**config.mk**
```make
export PLATFORM = sky130hd
export DESIGN_NAME = slp_ctrl
export DESIGN_NICKNAME = d
export VERILOG_FILES = /design/src/hw/slp_pkg.sv /design/src/hw/slp_wake_if.sv /design/src/hw/slp_wake_timer.sv /design/src/hw/slp_ctrl.sv
export SDC_FILE = /design/constraint.sdc
export NUM_CORES = 1
export LEC_CHECK = 0
export BUFFER_PORTS_ARGS = -buffer_cell sky130_fd_sc_hd__buf_4
export CORE_ASPECT_RATIO = 0.6
export CORE_MARGIN = 4
export CORE_UTILIZATION = 35
export CTS_CLUSTER_SIZE = 10
export DETAILED_ROUTE_END_ITERATION = 10
export PLACE_DENSITY = 0.63
export SETUP_SLACK_MARGIN = 0.02
export SLEW_MARGIN = 10
export SYNTH_ARGS = -nofsm -noshare
export SYNTH_HDL_FRONTEND = slang
export SYNTH_HIERARCHICAL = 1
export SYNTH_SLANG_ARGS = --single-unit
```
**constraint.sdc**
```tcl
create_clock -name i_sys_clk -period 2.3 [get_ports i_sys_clk]
set_input_delay 0.345 -clock i_sys_clk [delete_from_list [all_inputs] [get_ports i_sys_clk]]
set_output_delay 0.345 -clock i_sys_clk [all_outputs]
set_load 0.02 [all_outputs]
```
**src/hw/slp_pkg.sv**
```systemverilog
`default_nettype none
package slp_pkg;
    localparam int unsigned APB_AW = 10;
    localparam int unsigned DW = 32;
    localparam int unsigned RW = 8;
    localparam int unsigned NPER = 8;
    localparam int unsigned CNT_W = 8;

    // Register indexes; byte address is four times the index
    localparam logic [7:0] IDX_SLEEP_CTRL = 8'h33;
    localparam logic [7:0] IDX_CLK_GATE = 8'h64;
    localparam logic [7:0] IDX_STATUS = 8'h35;
    localparam logic [APB_AW-1:0] ADDR_SLEEP_CTRL = {IDX_SLEEP_CTRL, 2'h0};
    localparam logic [APB_AW-1:0] ADDR_CLK_GATE = {IDX_CLK_GATE, 2'h0};
    localparam logic [APB_AW-1:0] ADDR_STATUS = {IDX_STATUS, 2'h0};

    localparam logic [RW-1:0] RST_SLEEP_CTRL = 8'h00;
    localparam logic [RW-1:0] RST_CLK_GATE = 8'h00;
    localparam logic [RW-1:0] CTRL_WMASK = 8'h0f;
    localparam int unsigned SE_BIT = 0;
    localparam int unsigned SM_LSB = 1;
    localparam int unsigned SM_MSB = 3;
    localparam int unsigned ST_SLEEP_BIT = 0;
    localparam int unsigned ST_MODE_LSB = 1;
    localparam int unsigned ST_MODE_MSB = 3;
    localparam int unsigned ST_WAKE_BIT = 4;

    localparam logic [2:0] MODE_IDLE = 3'h0;
    localparam logic [2:0] MODE_PDOWN = 3'h2;
    localparam logic [2:0] MODE_PSAVE = 3'h3;
    localparam logic [2:0] MODE_STBY = 3'h6;
    localparam logic [2:0] MODE_XSTBY = 3'h7;

    // Wake delays in clock cycles
    localparam logic [CNT_W-1:0] WAKE_IDLE_CYC = 8'h01;
    localparam logic [CNT_W-1:0] WAKE_STBY_CYC = 8'h06;
    localparam logic [CNT_W-1:0] WAKE_OSC_CYC_DEF = 8'h10;

    // Clock enable vector positions
    localparam int unsigned CK_W = 5;
    localparam int unsigned CK_CPU = 4;
    localparam int unsigned CK_FLASH = 3;
    localparam int unsigned CK_IO = 2;
    localparam int unsigned CK_ASY = 1;
    localparam int unsigned CK_OSC = 0;
    localparam logic [CK_W-1:0] CK_ALL = 5'h1f;
    localparam logic [CK_W-1:0] CK_IDLE = 5'h07;
    localparam logic [CK_W-1:0] CK_NONE = 5'h00;
    localparam logic [CK_W-1:0] CK_PSAVE = 5'h02;
    localparam logic [CK_W-1:0] CK_STBY = 5'h01;
    localparam logic [CK_W-1:0] CK_XSTBY = 5'h03;

    typedef enum logic [1:0] {ST_RUN, ST_SLEEP, ST_WAKE} slp_state_type;
endpackage
`default_nettype wire

```
**src/hw/slp_wake_if.sv**
```systemverilog
`timescale 1ns/100ps
`default_nettype none
interface slp_wake_if;
    import slp_pkg::*;
    logic start;
    logic [CNT_W-1:0] load;
    logic busy;
    logic done;
    modport ctrl (output start, output load, input busy, input done);
    modport tmr (input start, input load, output busy, output done);
endinterface
`default_nettype wire

```
**src/hw/slp_wake_timer.sv**
```systemverilog
`timescale 1ns/100ps
`default_nettype none
module slp_wake_timer (
    input wire logic i_sys_clk,
    input wire logic i_rst,
    slp_wake_if.tmr w
);
    import slp_pkg::*;

    logic [CNT_W-1:0] cnt_reg;

    // Loads the delay, counts down; done marks the last waiting cycle
    always_ff @(posedge i_sys_clk or posedge i_rst) begin
        if (i_rst) begin
            cnt_reg <= '0;
        end else if (w.start) begin
            cnt_reg <= w.load;
        end else if (cnt_reg != '0) begin
            cnt_reg <= cnt_reg - 1'b1;
        end
    end

    assign w.busy = (cnt_reg != '0);
    assign w.done = (cnt_reg == {{(CNT_W-1){1'b0}}, 1'b1});
endmodule
`default_nettype wire

```
**src/hw/slp_ctrl.sv**
```systemverilog
// Design decision made here: the APB register port.
`timescale 1ns/100ps
`default_nettype none
module slp_ctrl #(
    parameter logic [slp_pkg::CNT_W-1:0] WAKE_OSC_CYC = slp_pkg::WAKE_OSC_CYC_DEF
) (
    input wire logic i_sys_clk,
    input wire logic i_rst,
    input wire logic i_psel,
    input wire logic i_penable,
    input wire logic i_pwrite,
    input wire logic [slp_pkg::APB_AW-1:0] i_paddr,
    input wire logic [slp_pkg::DW-1:0] i_pwdata,
    input wire logic [3:0] i_pstrb,
    output logic [slp_pkg::DW-1:0] o_prdata,
    output logic o_pready,
    output logic o_pslverr,
    input wire logic i_sleep_instr,
    input wire logic i_irq,
    input wire logic i_wake_pin,
    input wire logic [slp_pkg::NPER-1:0] i_io_sel,
    output logic [slp_pkg::NPER-1:0] o_io_sel_ok,
    output logic [slp_pkg::NPER-1:0] o_periph_clk_en,
    output logic o_cpu_clk_en,
    output logic o_flash_clk_en,
    output logic o_io_clk_en,
    output logic o_asy_clk_en,
    output logic o_osc_en,
    output logic o_sleeping
);
    import slp_pkg::*;

    typedef enum logic [1:0] {SEL_NONE, SEL_CTRL, SEL_GATE, SEL_STAT} slp_sel_type;

    function automatic slp_sel_type reg_decode(input logic [APB_AW-1:0] addr);
        case (addr)
            ADDR_SLEEP_CTRL: reg_decode = SEL_CTRL;
            ADDR_CLK_GATE: reg_decode = SEL_GATE;
            ADDR_STATUS: reg_decode = SEL_STAT;
            default: reg_decode = SEL_NONE;
        endcase
    endfunction

    function automatic logic mode_valid(input logic [2:0] m);
        case (m)
            MODE_IDLE, MODE_PDOWN, MODE_PSAVE, MODE_STBY, MODE_XSTBY: mode_valid = 1'b1;
            default: mode_valid = 1'b0;
        endcase
    endfunction

    function automatic logic [CK_W-1:0] mode_clocks(input logic [2:0] m);
        case (m)
            MODE_IDLE: mode_clocks = CK_IDLE;
            MODE_PSAVE: mode_clocks = CK_PSAVE;
            MODE_STBY: mode_clocks = CK_STBY;
            MODE_XSTBY: mode_clocks = CK_XSTBY;
            default: mode_clocks = CK_NONE;
        endcase
    endfunction

    function automatic logic [CNT_W-1:0] wake_delay(input logic [2:0] m,
                                                    input logic [CNT_W-1:0] osc_cyc);
        case (m)
            MODE_IDLE: wake_delay = WAKE_IDLE_CYC;
            MODE_STBY, MODE_XSTBY: wake_delay = WAKE_STBY_CYC;
            default: wake_delay = osc_cyc;
        endcase
    endfunction

    logic [RW-1:0] ctrl_reg;
    logic [RW-1:0] gate_reg;
    logic [RW-1:0] gate_next;
    logic [2:0] mode_reg;
    slp_state_type state_reg;
    slp_state_type state_next;
    logic [CK_W-1:0] ck_reg;
    logic [CK_W-1:0] ck_next;
    logic [NPER-1:0] periph_en_reg;
    logic [NPER-1:0] io_ok_reg;
    logic [DW-1:0] prdata_reg;
    logic pready_reg;
    logic pslverr_reg;
    logic wake_meta_reg;
    logic wake_sync_reg;
    logic apb_setup;
    logic apb_access;
    logic apb_wr;
    slp_sel_type sel_setup;
    slp_sel_type sel_acc;
    logic [RW-1:0] status_val;
    logic sleep_go;
    logic wake_evt;

    slp_wake_if wk ();

    slp_wake_timer u_wake_timer (
        .i_sys_clk(i_sys_clk),
        .i_rst(i_rst),
        .w(wk.tmr)
    );

    assign apb_setup = i_psel & ~i_penable;
    assign apb_access = i_psel & i_penable & pready_reg;
    assign apb_wr = apb_access & i_pwrite & i_pstrb[0];
    assign sel_setup = reg_decode(i_paddr);
    assign sel_acc = reg_decode(i_paddr);

    // Wake pin comes from outside the clock domain
    always_ff @(posedge i_sys_clk or posedge i_rst) begin
        if (i_rst) begin
            wake_meta_reg <= 1'b0;
            wake_sync_reg <= 1'b0;
        end else begin
            wake_meta_reg <= i_wake_pin;
            wake_sync_reg <= wake_meta_reg;
        end
    end

    // Sleep control register: upper nibble never stored
    always_ff @(posedge i_sys_clk or posedge i_rst) begin
        if (i_rst) begin
            ctrl_reg <= RST_SLEEP_CTRL;
        end else if (apb_wr && sel_acc == SEL_CTRL) begin
            ctrl_reg <= i_pwdata[RW-1:0] & CTRL_WMASK;
        end
    end

    always_comb begin
        gate_next = gate_reg;
        if (apb_wr && sel_acc == SEL_GATE) begin
            gate_next = i_pwdata[RW-1:0];
        end
    end

    always_ff @(posedge i_sys_clk or posedge i_rst) begin
        if (i_rst) begin
            gate_reg <= RST_CLK_GATE;
        end else begin
            gate_reg <= gate_next;
        end
    end

    // Sleep entry needs the permit bit and a defined mode code
    assign sleep_go = i_sleep_instr & ctrl_reg[SE_BIT]
                      & mode_valid(ctrl_reg[SM_MSB:SM_LSB]);

    // Idle also wakes on any pending interrupt from running peripherals
    assign wake_evt = wake_sync_reg | ((mode_reg == MODE_IDLE) & i_irq);

    always_comb begin
        state_next = state_reg;
        wk.start = 1'b0;
        wk.load = wake_delay(mode_reg, WAKE_OSC_CYC);
        case (state_reg)
            ST_RUN: begin
                if (sleep_go) begin
                    state_next = ST_SLEEP;
                end
            end
            ST_SLEEP: begin
                if (wake_evt) begin
                    state_next = ST_WAKE;
                    wk.start = 1'b1;
                end
            end
            ST_WAKE: begin
                if (wk.done) begin
                    state_next = ST_RUN;
                end
            end
            default: begin
                state_next = ST_RUN;
            end
        endcase
    end

    always_ff @(posedge i_sys_clk or posedge i_rst) begin
        if (i_rst) begin
            state_reg <= ST_RUN;
        end else begin
            state_reg <= state_next;
        end
    end

    // Mode in effect is latched at entry
    always_ff @(posedge i_sys_clk or posedge i_rst) begin
        if (i_rst) begin
            mode_reg <= MODE_IDLE;
        end else if (state_reg == ST_RUN && sleep_go) begin
            mode_reg <= ctrl_reg[SM_MSB:SM_LSB];
        end
    end

    // During wake-up the clocks of the sleep mode stay, plus the oscillator
    always_comb begin
        case (state_next)
            ST_RUN: ck_next = CK_ALL;
            ST_SLEEP: begin
                if (state_reg == ST_RUN) begin
                    ck_next = mode_clocks(ctrl_reg[SM_MSB:SM_LSB]);
                end else begin
                    ck_next = mode_clocks(mode_reg);
                end
            end
            ST_WAKE: begin
                ck_next = mode_clocks(mode_reg);
                ck_next[CK_OSC] = 1'b1;
            end
            default: ck_next = CK_ALL;
        endcase
    end

    always_ff @(posedge i_sys_clk or posedge i_rst) begin
        if (i_rst) begin
            ck_reg <= CK_ALL;
        end else begin
            ck_reg <= ck_next;
        end
    end

    // Per-peripheral clock enables and access gating
    genvar gi;
    generate
        for (gi = 0; gi < NPER; gi++) begin : g_periph
            always_ff @(posedge i_sys_clk or posedge i_rst) begin
                if (i_rst) begin
                    periph_en_reg[gi] <= 1'b1;
                    io_ok_reg[gi] <= 1'b0;
                end else begin
                    periph_en_reg[gi] <= ~gate_next[gi] & ck_next[CK_IO];
                    io_ok_reg[gi] <= i_io_sel[gi] & ~gate_reg[gi] & ck_reg[CK_IO];
                end
            end
        end
    endgenerate

    assign status_val = {3'h0, wk.busy, mode_reg, (state_reg != ST_RUN)};

    // APB slave: data and error prepared in setup, ready in the access phase
    always_ff @(posedge i_sys_clk or posedge i_rst) begin
        if (i_rst) begin
            pready_reg <= 1'b0;
            pslverr_reg <= 1'b0;
            prdata_reg <= '0;
        end else if (apb_setup) begin
            pready_reg <= 1'b1;
            pslverr_reg <= (sel_setup == SEL_NONE);
            prdata_reg <= '0;
            if (!i_pwrite) begin
                case (sel_setup)
                    SEL_CTRL: prdata_reg <= {{(DW-RW){1'b0}}, ctrl_reg};
                    SEL_GATE: prdata_reg <= {{(DW-RW){1'b0}}, gate_reg};
                    SEL_STAT: prdata_reg <= {{(DW-RW){1'b0}}, status_val};
                    default: prdata_reg <= '0;
                endcase
            end
        end else begin
            pready_reg <= 1'b0;
            pslverr_reg <= 1'b0;
        end
    end

    assign o_prdata = prdata_reg;
    assign o_pready = pready_reg;
    assign o_pslverr = pslverr_reg;
    assign o_io_sel_ok = io_ok_reg;
    assign o_periph_clk_en = periph_en_reg;
    assign o_cpu_clk_en = ck_reg[CK_CPU];
    assign o_flash_clk_en = ck_reg[CK_FLASH];
    assign o_io_clk_en = ck_reg[CK_IO];
    assign o_asy_clk_en = ck_reg[CK_ASY];
    assign o_osc_en = ck_reg[CK_OSC];

    always_ff @(posedge i_sys_clk or posedge i_rst) begin
        if (i_rst) begin
            o_sleeping <= 1'b0;
        end else begin
            o_sleeping <= (state_next != ST_RUN);
        end
    end
endmodule
`default_nettype wire

```
# --- After elaboration in Yosys (flattened, before gate mapping) ---
# Cells that the tools add are included.
totals:
  reg_bits: 83
classes:
  add_sub_neg: 1
  eq_ne: 18
  muxes: 20
  bitwise_logic: 50
  n_reduce_logical: 13
ops:
  columns: ["operator", "n"]
  rows:
  - ["$and A1 B1 Y1", 32]
  - ["$mux W8", 4]
  - ["$pmux W3 S4", 2]
  - ["$pmux W8 S3", 1]
  - ["$eq A10 B8 Y1 const B", 2]
  - ["$pmux W5 S2", 2]
  - ["$not A1 Y1", 17]
  - ["$eq A3 B3 Y1 const B", 4]
  - ["$pmux W2 S3", 2]
  - ["$eq A10 B9 Y1 const B", 1]
  - ["$eq A3 B2 Y1 const B", 3]
  - ["$eq A2 B2 Y1 const B", 4]
  - ["$eq A8 B1 Y1 const B", 1]
  - ["$reduce_bool A8 Y1", 1]
  - ["$sub A8 B1 Y8 const B", 1]
  - ["$eq A2 B1 Y1 const B", 3]
  - ["$logic_not A3 Y1", 2]
  - ["$mux W2", 3]
  - ["$reduce_bool A2 Y1", 3]
  - ["$mux W1", 5]
  - ["$mux W5", 1]
  - ["$reduce_or A5 Y1", 1]
  - ["$logic_not A2 Y1", 2]
  - ["$logic_and A1 B1 Y1", 3]
  - ["2 further kinds", 2]

# --- Logic depth before layout (Yosys ltp) ---
# Gate-level depths: netlist of run 1.
logic_depth:
  word_depth: 9
  mapped_depth: 10
  depth_no_buf: 9

# --- By module ---
# The synthesis of run 1 kept the hierarchy.
by_module_without_submodules:
  columns: ["mod", "instances", "cells_per_inst", "area_each_um2", "seq_area_each_um2"]
  rows:
  - ["slp_ctrl", 1, 221, 2479.9, 1266.2]
  - ["slp_wake_timer", 1, 61, 554.3, 200.2]

# --- Worst setup path before layout of run 1 ---
# No wires, ideal clock.
synth_path:
  path_type: "register -> register"
  start: "reg u_wake_timer.cnt_reg[4]"
  end: "reg periph_en_reg[0], in the netlist o_periph_clk_en[0]"
  t_arrival_ns: 2.074
  slack_ns: 0.128
  stages_incl_launch_ff: 11
  n_path_buf: 2
  period_less_slack_ns: 2.172
  path_cell_list: "dfrtp_1 -> buf_4 -> nor4_1 -> and3_1 -> nor3b_1 -> nor2_1 -> ha_1 -> o21ai_1 -> a2bb2o_4 -> buf_6 -> a221oi_1"
synth_between:
  elab_chain_cells: 6
  elab_cells_between_ends: 7
synth_rtl:
  columns: ["item", "line_no", "rtl"]
  rows:
  - ["start: declaration", "slp_wake_timer.sv:10", "logic [CNT_W-1:0] cnt_reg;"]
  - ["start signal: assignment", "slp_wake_timer.sv:17", "cnt_reg <= w.load;"]
  - ["start signal: assignment", "slp_wake_timer.sv:19", "cnt_reg <= cnt_reg - 1'b1;"]
  - ["$eq A8 B1 Y1 (*)", "slp_wake_timer.sv:24", "assign w.done = (cnt_reg == {{(CNT_W-1){1'b0}}, 1'b1});"]
  - ["named net wk.done", "slp_wake_if.sv:8", "logic done;"]
  - ["$mux W2 (*)", "slp_ctrl.sv:167", "if (wk.done) begin"]
  - ["$pmux W2 S3 (*)", "slp_ctrl.sv:154", "case (state_reg)"]
  - ["$eq A2 B2 Y1 / $eq A2 B1 Y1 (equally long branches)", "slp_ctrl.sv:196", "case (state_next)"]
  - ["$pmux W5 S2 (*)", "slp_ctrl.sv:196", null]
  - ["$and A1 B1 Y1 (*)", "slp_ctrl.sv:230", "periph_en_reg[gi] <= ~gate_next[gi] & ck_next[CK_IO];"]
  - ["end signal: indexed assignment", "slp_ctrl.sv:230", null]
  - ["end: declaration", "slp_ctrl.sv:78", "logic [NPER-1:0] periph_en_reg;"]
# The timed path passes the listed nets; every way through them passes the cells marked *.
# A chain may end at the register's enable or synchronous reset.

# --- Worst setup path after layout of run 1 ---
layout_path:
  start: "reg u_wake_timer.cnt_reg[1]"
  end: "reg periph_en_reg[0], in the netlist o_periph_clk_en[0]"
layout_between:
  elab_chain_cells: 6
  elab_cells_between_ends: 7
layout_rtl:
  columns: ["item", "line_no", "rtl"]
  rows:
  - ["$eq A8 B1 Y1 (*)", "slp_wake_timer.sv:24", null]
  - ["named net wk.done", "slp_wake_if.sv:8", null]
  - ["$mux W2 (*)", "slp_ctrl.sv:167", null]
  - ["$pmux W2 S3 (*)", "slp_ctrl.sv:154", null]
  - ["named net state_next[1]", "slp_ctrl.sv:75", "slp_state_type state_next;"]
  - ["$eq A2 B2 Y1 / $eq A2 B1 Y1 (equally long branches)", "slp_ctrl.sv:196", null]
  - ["$pmux W5 S2 (*)", "slp_ctrl.sv:196", null]
  - ["$and A1 B1 Y1 (*)", "slp_ctrl.sv:230", null]
# Marked as above.

==> flow_summary_export.csv, run 1 <==
group,metric,value,unit
die,initial_utilization,37.2,%
final_layout,layout_common_cells,"86 x buf_4, 46 x dfrtp_1, 28 x conb_1, 20 x a21oi_1, 19 x inv_1",
grt,antenna_found_initial,0,
drt,routed_wl,7870,microns
timing,fin_crit_sh,91.0,%
timing,tightest_slew,0.619,ns
final_layout,drive_gt1_share,37.2,%
grt,grtUsageTotal,15.7,%
yosys,synth_seq_cells,58,
die,placementRows,25,
run,drv_cap,0,
cts,cts_root_buffer,"clkbuf_16",
timing,finalSetupViolCount,0,
timing,fin_tns_setup,0,ns
drt,wl_per_cell,16.3,microns
place,dpl.hpwl,6090,microns
critical_path,worst-setup-path-type,"flop to flop",
timing,rsz0062_at_grt,"yes",
pwr,ir_drop,0.000331,V
critical_path,startpoint_type,"flop",
drt,drc_errors,0,
drt,drt-pass1-iter-count,4,
final_layout,diodes,0,
cts,post_cts_buffers,0,
final_layout,area_delta_synth_final,31.3,%
pwr,leakage,0.00199,uW
die,die_area,10300,sq um
pwr,power.total,3030,uW
cts,htreeDepth,3,
yosys,synth_ff_type,"dfrtp_1",
cts,cts_tree,"built",
timing,hold_violations,0,
die,core_area,8160,sq um
yosys,syn_inst,282,
min_path,hold_path.class,"primary input to flop",
cts,cts_sinks,58,
cts,cts_buffers,9,
drt,vias_per_cell,5.01,
critical_path,cp_data_required_time,2.52,ns
drt,dr_total_vias,2414,
final_layout,instances_no_fill,482,
place,placed_cells,465,
yosys,async_reset_ff_share,100,%
cts,clk_latency,0.32,ns
yosys,ys_warn_count,6,
die,num_io_pins,118,
drt,ant_nets,0,
yosys,yosysSeqAreaShare,48.3,%
critical_path,critPathArrivalTime,2.31,ns
timing,relSlewSlack,58.6,%
grt,grt_pass1_vias,2225,
timing,fin_worst_skew,0.00592,ns
critical_path,worstSetupEndpointType,"flop",
final_layout,layout.nets,437,
grt,overflow,0,
drt,drtIter0Drc,194,
grt,grt_max_degree,51,
grt,grt_pass1_wl,12100,microns
run_status,status,"finished, final reports clean",
die,die_height,80.1,microns
place,place.gp.congestion,0.860,
die,die_w,128,microns
timing,drv_slew,0,
pwr,power.density,762,nW/um^2
timing,period_needed,2.09,ns
timing,fmax,478,MHz
yosys,synth_cell_type_count,62,
yosys,syn_area,3030,sq um
place,portBuffers,66,
yosys,synth_edf_count,0,
critical_path,cp_max_fo,9,
cts,clk_pin_slew,0.05,ns
cts,cts_max_path_buffers,2,
yosys,synth.avg_cell_area,10.8,sq um
final_layout,final_common_cell,"buf_4",
synthesized netlist by cell type (2+ instances only):
master | instances | area (sq um)
a211o_1 | 3 | 26.3
a21o_1 | 9 | 67.6
a21oi_1 | 20 | 100
a221oi_1 | 9 | 78.8
a22o_1 | 5 | 43.8
a22oi_1 | 5 | 37.5
a311oi_1 | 2 | 17.5
and3_1 | 12 | 75.1
and4bb_2 | 2 | 25.0
buf_2 | 2 | 10.0
buf_4 | 27 | 203
buf_6 | 3 | 33.8
clkbuf_1 | 6 | 22.5
dfrtp_1 | 46 | 1150
dfstp_2 | 12 | 315
ha_1 | 6 | 75.1
inv_1 | 20 | 75.1
mux2_4 | 3 | 45.0
nand2_1 | 13 | 48.8
nand3_1 | 4 | 20.0
nor2_1 | 13 | 48.8
nor2b_1 | 3 | 18.8
nor3_1 | 3 | 15.0
nor3_4 | 3 | 48.8
nor4_1 | 2 | 12.5
nor4b_1 | 2 | 17.5
o21ai_0 | 5 | 25.0
o2bb2ai_1 | 3 | 26.3
o31ai_1 | 3 | 22.5
o41ai_1 | 3 | 26.3
or2_2 | 2 | 12.5
layout make-up:
| cell class | instances | area (sq um) |
|---|---|---|
| Clock inverter | 2 | 10.0 |
| Inverter | 20 | 75.1 |
| Timing Repair Buffer | 88 | 676 |
| Fill cell | 760 | 4180 |
| Clock buffer | 14 | 274 |
| Multi-Input combinational cell | 192 | 1350 |
| Tap cell | 108 | 135 |
| Sequential cell | 58 | 1470 |
stage by stage:
step                      cell area [sq um]  util (%)  setup WS (ns)  hold slack [ns]
after global placement                 3660      44.9          0.137            0.339
after detailed placement               3660      44.9          0.123            0.340
after global routing                   3980      48.8        0.00242            0.113
final                                  3980      48.8          0.206            0.132
after CTS                              3960      48.5         0.0769            0.119
after floorplan                        3140         -          0.128            0.161
kinds of logic (layout without fill, tap and decap cells):
kind of cell	after synthesis	count (layout)	share of synthesized area [%]
compound gates	80	80	19.5
xor+xnor	1	1	0.289
fa+ha+maj	6	6	2.47
buf+inv	59	124	11.5
flops	58	58	48.3
mux	3	3	1.48
other cells	1	28	0.124
simple gates	74	74	16.3
final timing paths:
kind | start | to | slack, ns | cells after the start
min in group asynchronous | i_rst | u_wake_timer/cnt_reg[0] | 0.55 | 3
worst min-delay path | i_wake_pin | wake_meta_reg | 0.13 | 1
worst min register to register | wake_meta_reg | wake_sync_reg | 0.35 | 0
max in group asynchronous | i_rst | wake_sync_reg | 1.12 | 4
worst max register to register | u_wake_timer/cnt_reg[1] | o_periph_clk_en[0] | 0.21 | 9
worst max-delay path | u_wake_timer/cnt_reg[1] | o_periph_clk_en[0] | 0.21 | 9
per-layer routing:
layer | track usage, % | wire (microns) | vias up
li1 | - | - | 1141
met1 | 25.9 | 4250 | 1155
met2 | 17.6 | 2830 | 111
met3 | 5.78 | 733 | 7
met4 | 4.77 | 57 | 0
met5 | 0 | 0 | -
power by group:
part	switching (uW)	total (uW)	leakage [uW]	internal (uW)
Clock	435	1250	0.000143	812
Combinational	341	632	0.00115	291
Sequential	61.5	1150	0.000700	1090
critical path, cell delays in order (launching register included):
cell	delay, ns
dfrtp_1	0.40
inv_1	0.12
ha_1	0.18
and3_1	0.15
nor3b_2	0.17
or2_2	0.15
ha_1	0.19
nand2_1	0.08
a2bb2o_4	0.26
a221oi_1	0.29
timing repair:
item                                    4_1_cts  5_1_grt
gates resized for setup                       0        4
hold buffers                                  1        0
endpoints found under the setup margin        0        8
endpoints found under the hold margin         8        0
Note: power is estimated with default switching activity, not from simulation.
==> run 2, diff against run 1 <==
--- a/config.mk
+++ b/config.mk
@@ -6,7 +6,7 @@
 export NUM_CORES = 1
 export LEC_CHECK = 0
 export BUFFER_PORTS_ARGS = -buffer_cell sky130_fd_sc_hd__buf_4
-export CORE_ASPECT_RATIO = 0.6
+export CORE_ASPECT_RATIO = 1.25
 export CORE_MARGIN = 4
 export CORE_UTILIZATION = 35
 export CTS_CLUSTER_SIZE = 10
==> flow_summary_export.csv, run 2 (same netlist as run 1, synthesis figures left out) <==
group,metric,value,unit
cts,cts_root_buffer,"clkbuf_8",
min_path,min_path_cells,1,
place,place.gp.congestion,0.905,
cts,clk_latency,0.34,ns
timing,hold_violations,0,
critical_path,worstSetupEndpointType,"flop",
drt,drtIter0Drc,160,
final_layout,fin_area,3790,sq um
critical_path,r2r_end,"o_periph_clk_en[5]",
grt,antenna_found_initial,0,
critical_path,cp_data_required_time,2.54,ns
critical_path,r2r-start,"u_wake_timer/cnt_reg[6]",
drt,dr_total_vias,2346,
die,die_height,112,microns
cts,htreeDepth,3,
min_path,hold_path.class,"primary input to flop",
place,placed_cell_area,3530,sq um
min_path,hold_start,"i_wake_pin",
drt,drt-pass1-iter-count,4,
timing,fmax,468,MHz
critical_path,worst-setup-path-type,"flop to flop",
pwr,power.density,725,nW/um^2
timing,fin_worst_skew,0.00722,ns
grt,grt_pass1_wl,11400,microns
drt,wl_per_cell,15.7,microns
cts,clk_pin_slew,0.07,ns
timing,rsz0062_at_grt,"yes",
critical_path,cp_max_fo,9,
cts,cts_sinks,58,
die,num_io_pins,118,
run_status,status,"finished, final reports clean",
run,drv_cap,0,
final_layout,area_delta_synth_final,24.9,%
cts,cts_buffers,9,
drt,ant_nets,0,
critical_path,crit_path_start,"u_wake_timer/cnt_reg[6]",
cts,cts_tree,"built",
critical_path,critPathArrivalTime,2.37,ns
grt,grt_max_degree,51,
timing,fin_crit_sh,92.8,%
final_layout,layout.nets,423,
pwr,leakage,0.00187,uW
timing,drv_slew,0,
timing,tightest_slew,0.667,ns
die,placementRows,37,
timing,period_needed,2.13,ns
die,die_area,10200,sq um
place,portBuffers,66,
drt,vias_per_cell,5.13,
place,dpl.hpwl,5330,microns
drt,drc_errors,0,
timing,relSlewSlack,55.4,%
die,core_area,8330,sq um
grt,grt_pass1_vias,2354,
final_layout,diodes,0,
final_layout,final_common_cell,"buf_4",
critical_path,reg2reg_depth,8,
critical_path,startpoint_type,"flop",
critical_path,rrSetupSlack,0.17,ns
timing,fin_tns_setup,0,ns
timing,finalSetupViolCount,0,
min_path,hold_end,"wake_meta_reg",
drt,routed_wl,7170,microns
die,initial_utilization,36.4,%
final_layout,drive_gt1_share,36.1,%
grt,grtUsageTotal,14.2,%
final_layout,layout_common_cells,"73 x buf_4, 45 x dfrtp_1, 28 x conb_1, 20 x a21oi_1, 19 x inv_1",
pwr,ir_drop,0.000273,V
die,die_w,91.3,microns
cts,cts_max_path_buffers,2,
grt,overflow,0,
-- run 2: cell type report --
cell class / instances / area, sq um
fill: 808 / 4540
timing repair buffer: 74 / 558
clock inverter: 6 / 90.1
clock buffer: 10 / 138
inverter: 20 / 75.1
sequential: 58 / 1470
tap: 97 / 121
multi-input combinational: 192 / 1340
-- run 2: worst max path at each step --
stage,endpoint,slack (ns),cells past startpoint
after floorplan,o_periph_clk_en[0],0.13,10
after global placement,o_periph_clk_en[6],0.18,8
after detailed placement,o_periph_clk_en[5],0.13,8
after CTS,o_periph_clk_en[5],0.11,8
after global routing,o_periph_clk_en[6],0.01,8
final,o_periph_clk_en[5],0.17,8
-- run 2: power by group --
group	switching [uW]	total [uW]	internal (uW)
clock	422	1060	641
sequential	89.2	1180	1090
combinational	265	504	238
total	776	2750	1970
-- run 2: routing by layer --
metal / up-vias / share of wire [%] / GRT usage (%)
met5: - / 0 / 0
met4: 0 / 2.4 / 7.85
met1: 1138 / 39 / 16.2
met2: 81 / 53 / 24.9
met3: 14 / 5.3 / 2.75
li1: 1113 / - / -
-- run 2: worst max-delay path: stages (launching register included) --
cell      delay (ns)
dfrtp_2         0.44
nor4_2          0.28
and3_1          0.23
nor3b_2         0.05
nor2_1          0.16
ha_2            0.23
o21ai_1         0.08
a2bb2o_4        0.27
a221oi_1        0.28
-- run 2: what timing repair did --
item,CTS,global route
buffers inserted,0,0
endpoints found under the hold margin,8,0
resized for setup,0,6
hold buffers,1,0
endpoints found under the setup margin,0,10
-- run 2: per-stage QoR --
stage | hold WS [ns] | setup slack, ns | util, % | power, uW | std cells
3_3_place_gp | 0.337 | 0.181 | 42.4 | 1670 | 440
2_1_floorplan | 0.161 | 0.128 | - | 1560 | 309
4_1_cts | 0.0994 | 0.111 | 45.2 | 2760 | 457
3_5_place_dp | 0.335 | 0.126 | 42.4 | 1690 | 440
5_1_grt | 0.0961 | 0.0110 | 45.5 | 2890 | 457
6_report | 0.115 | 0.165 | 45.5 | 2750 | 457
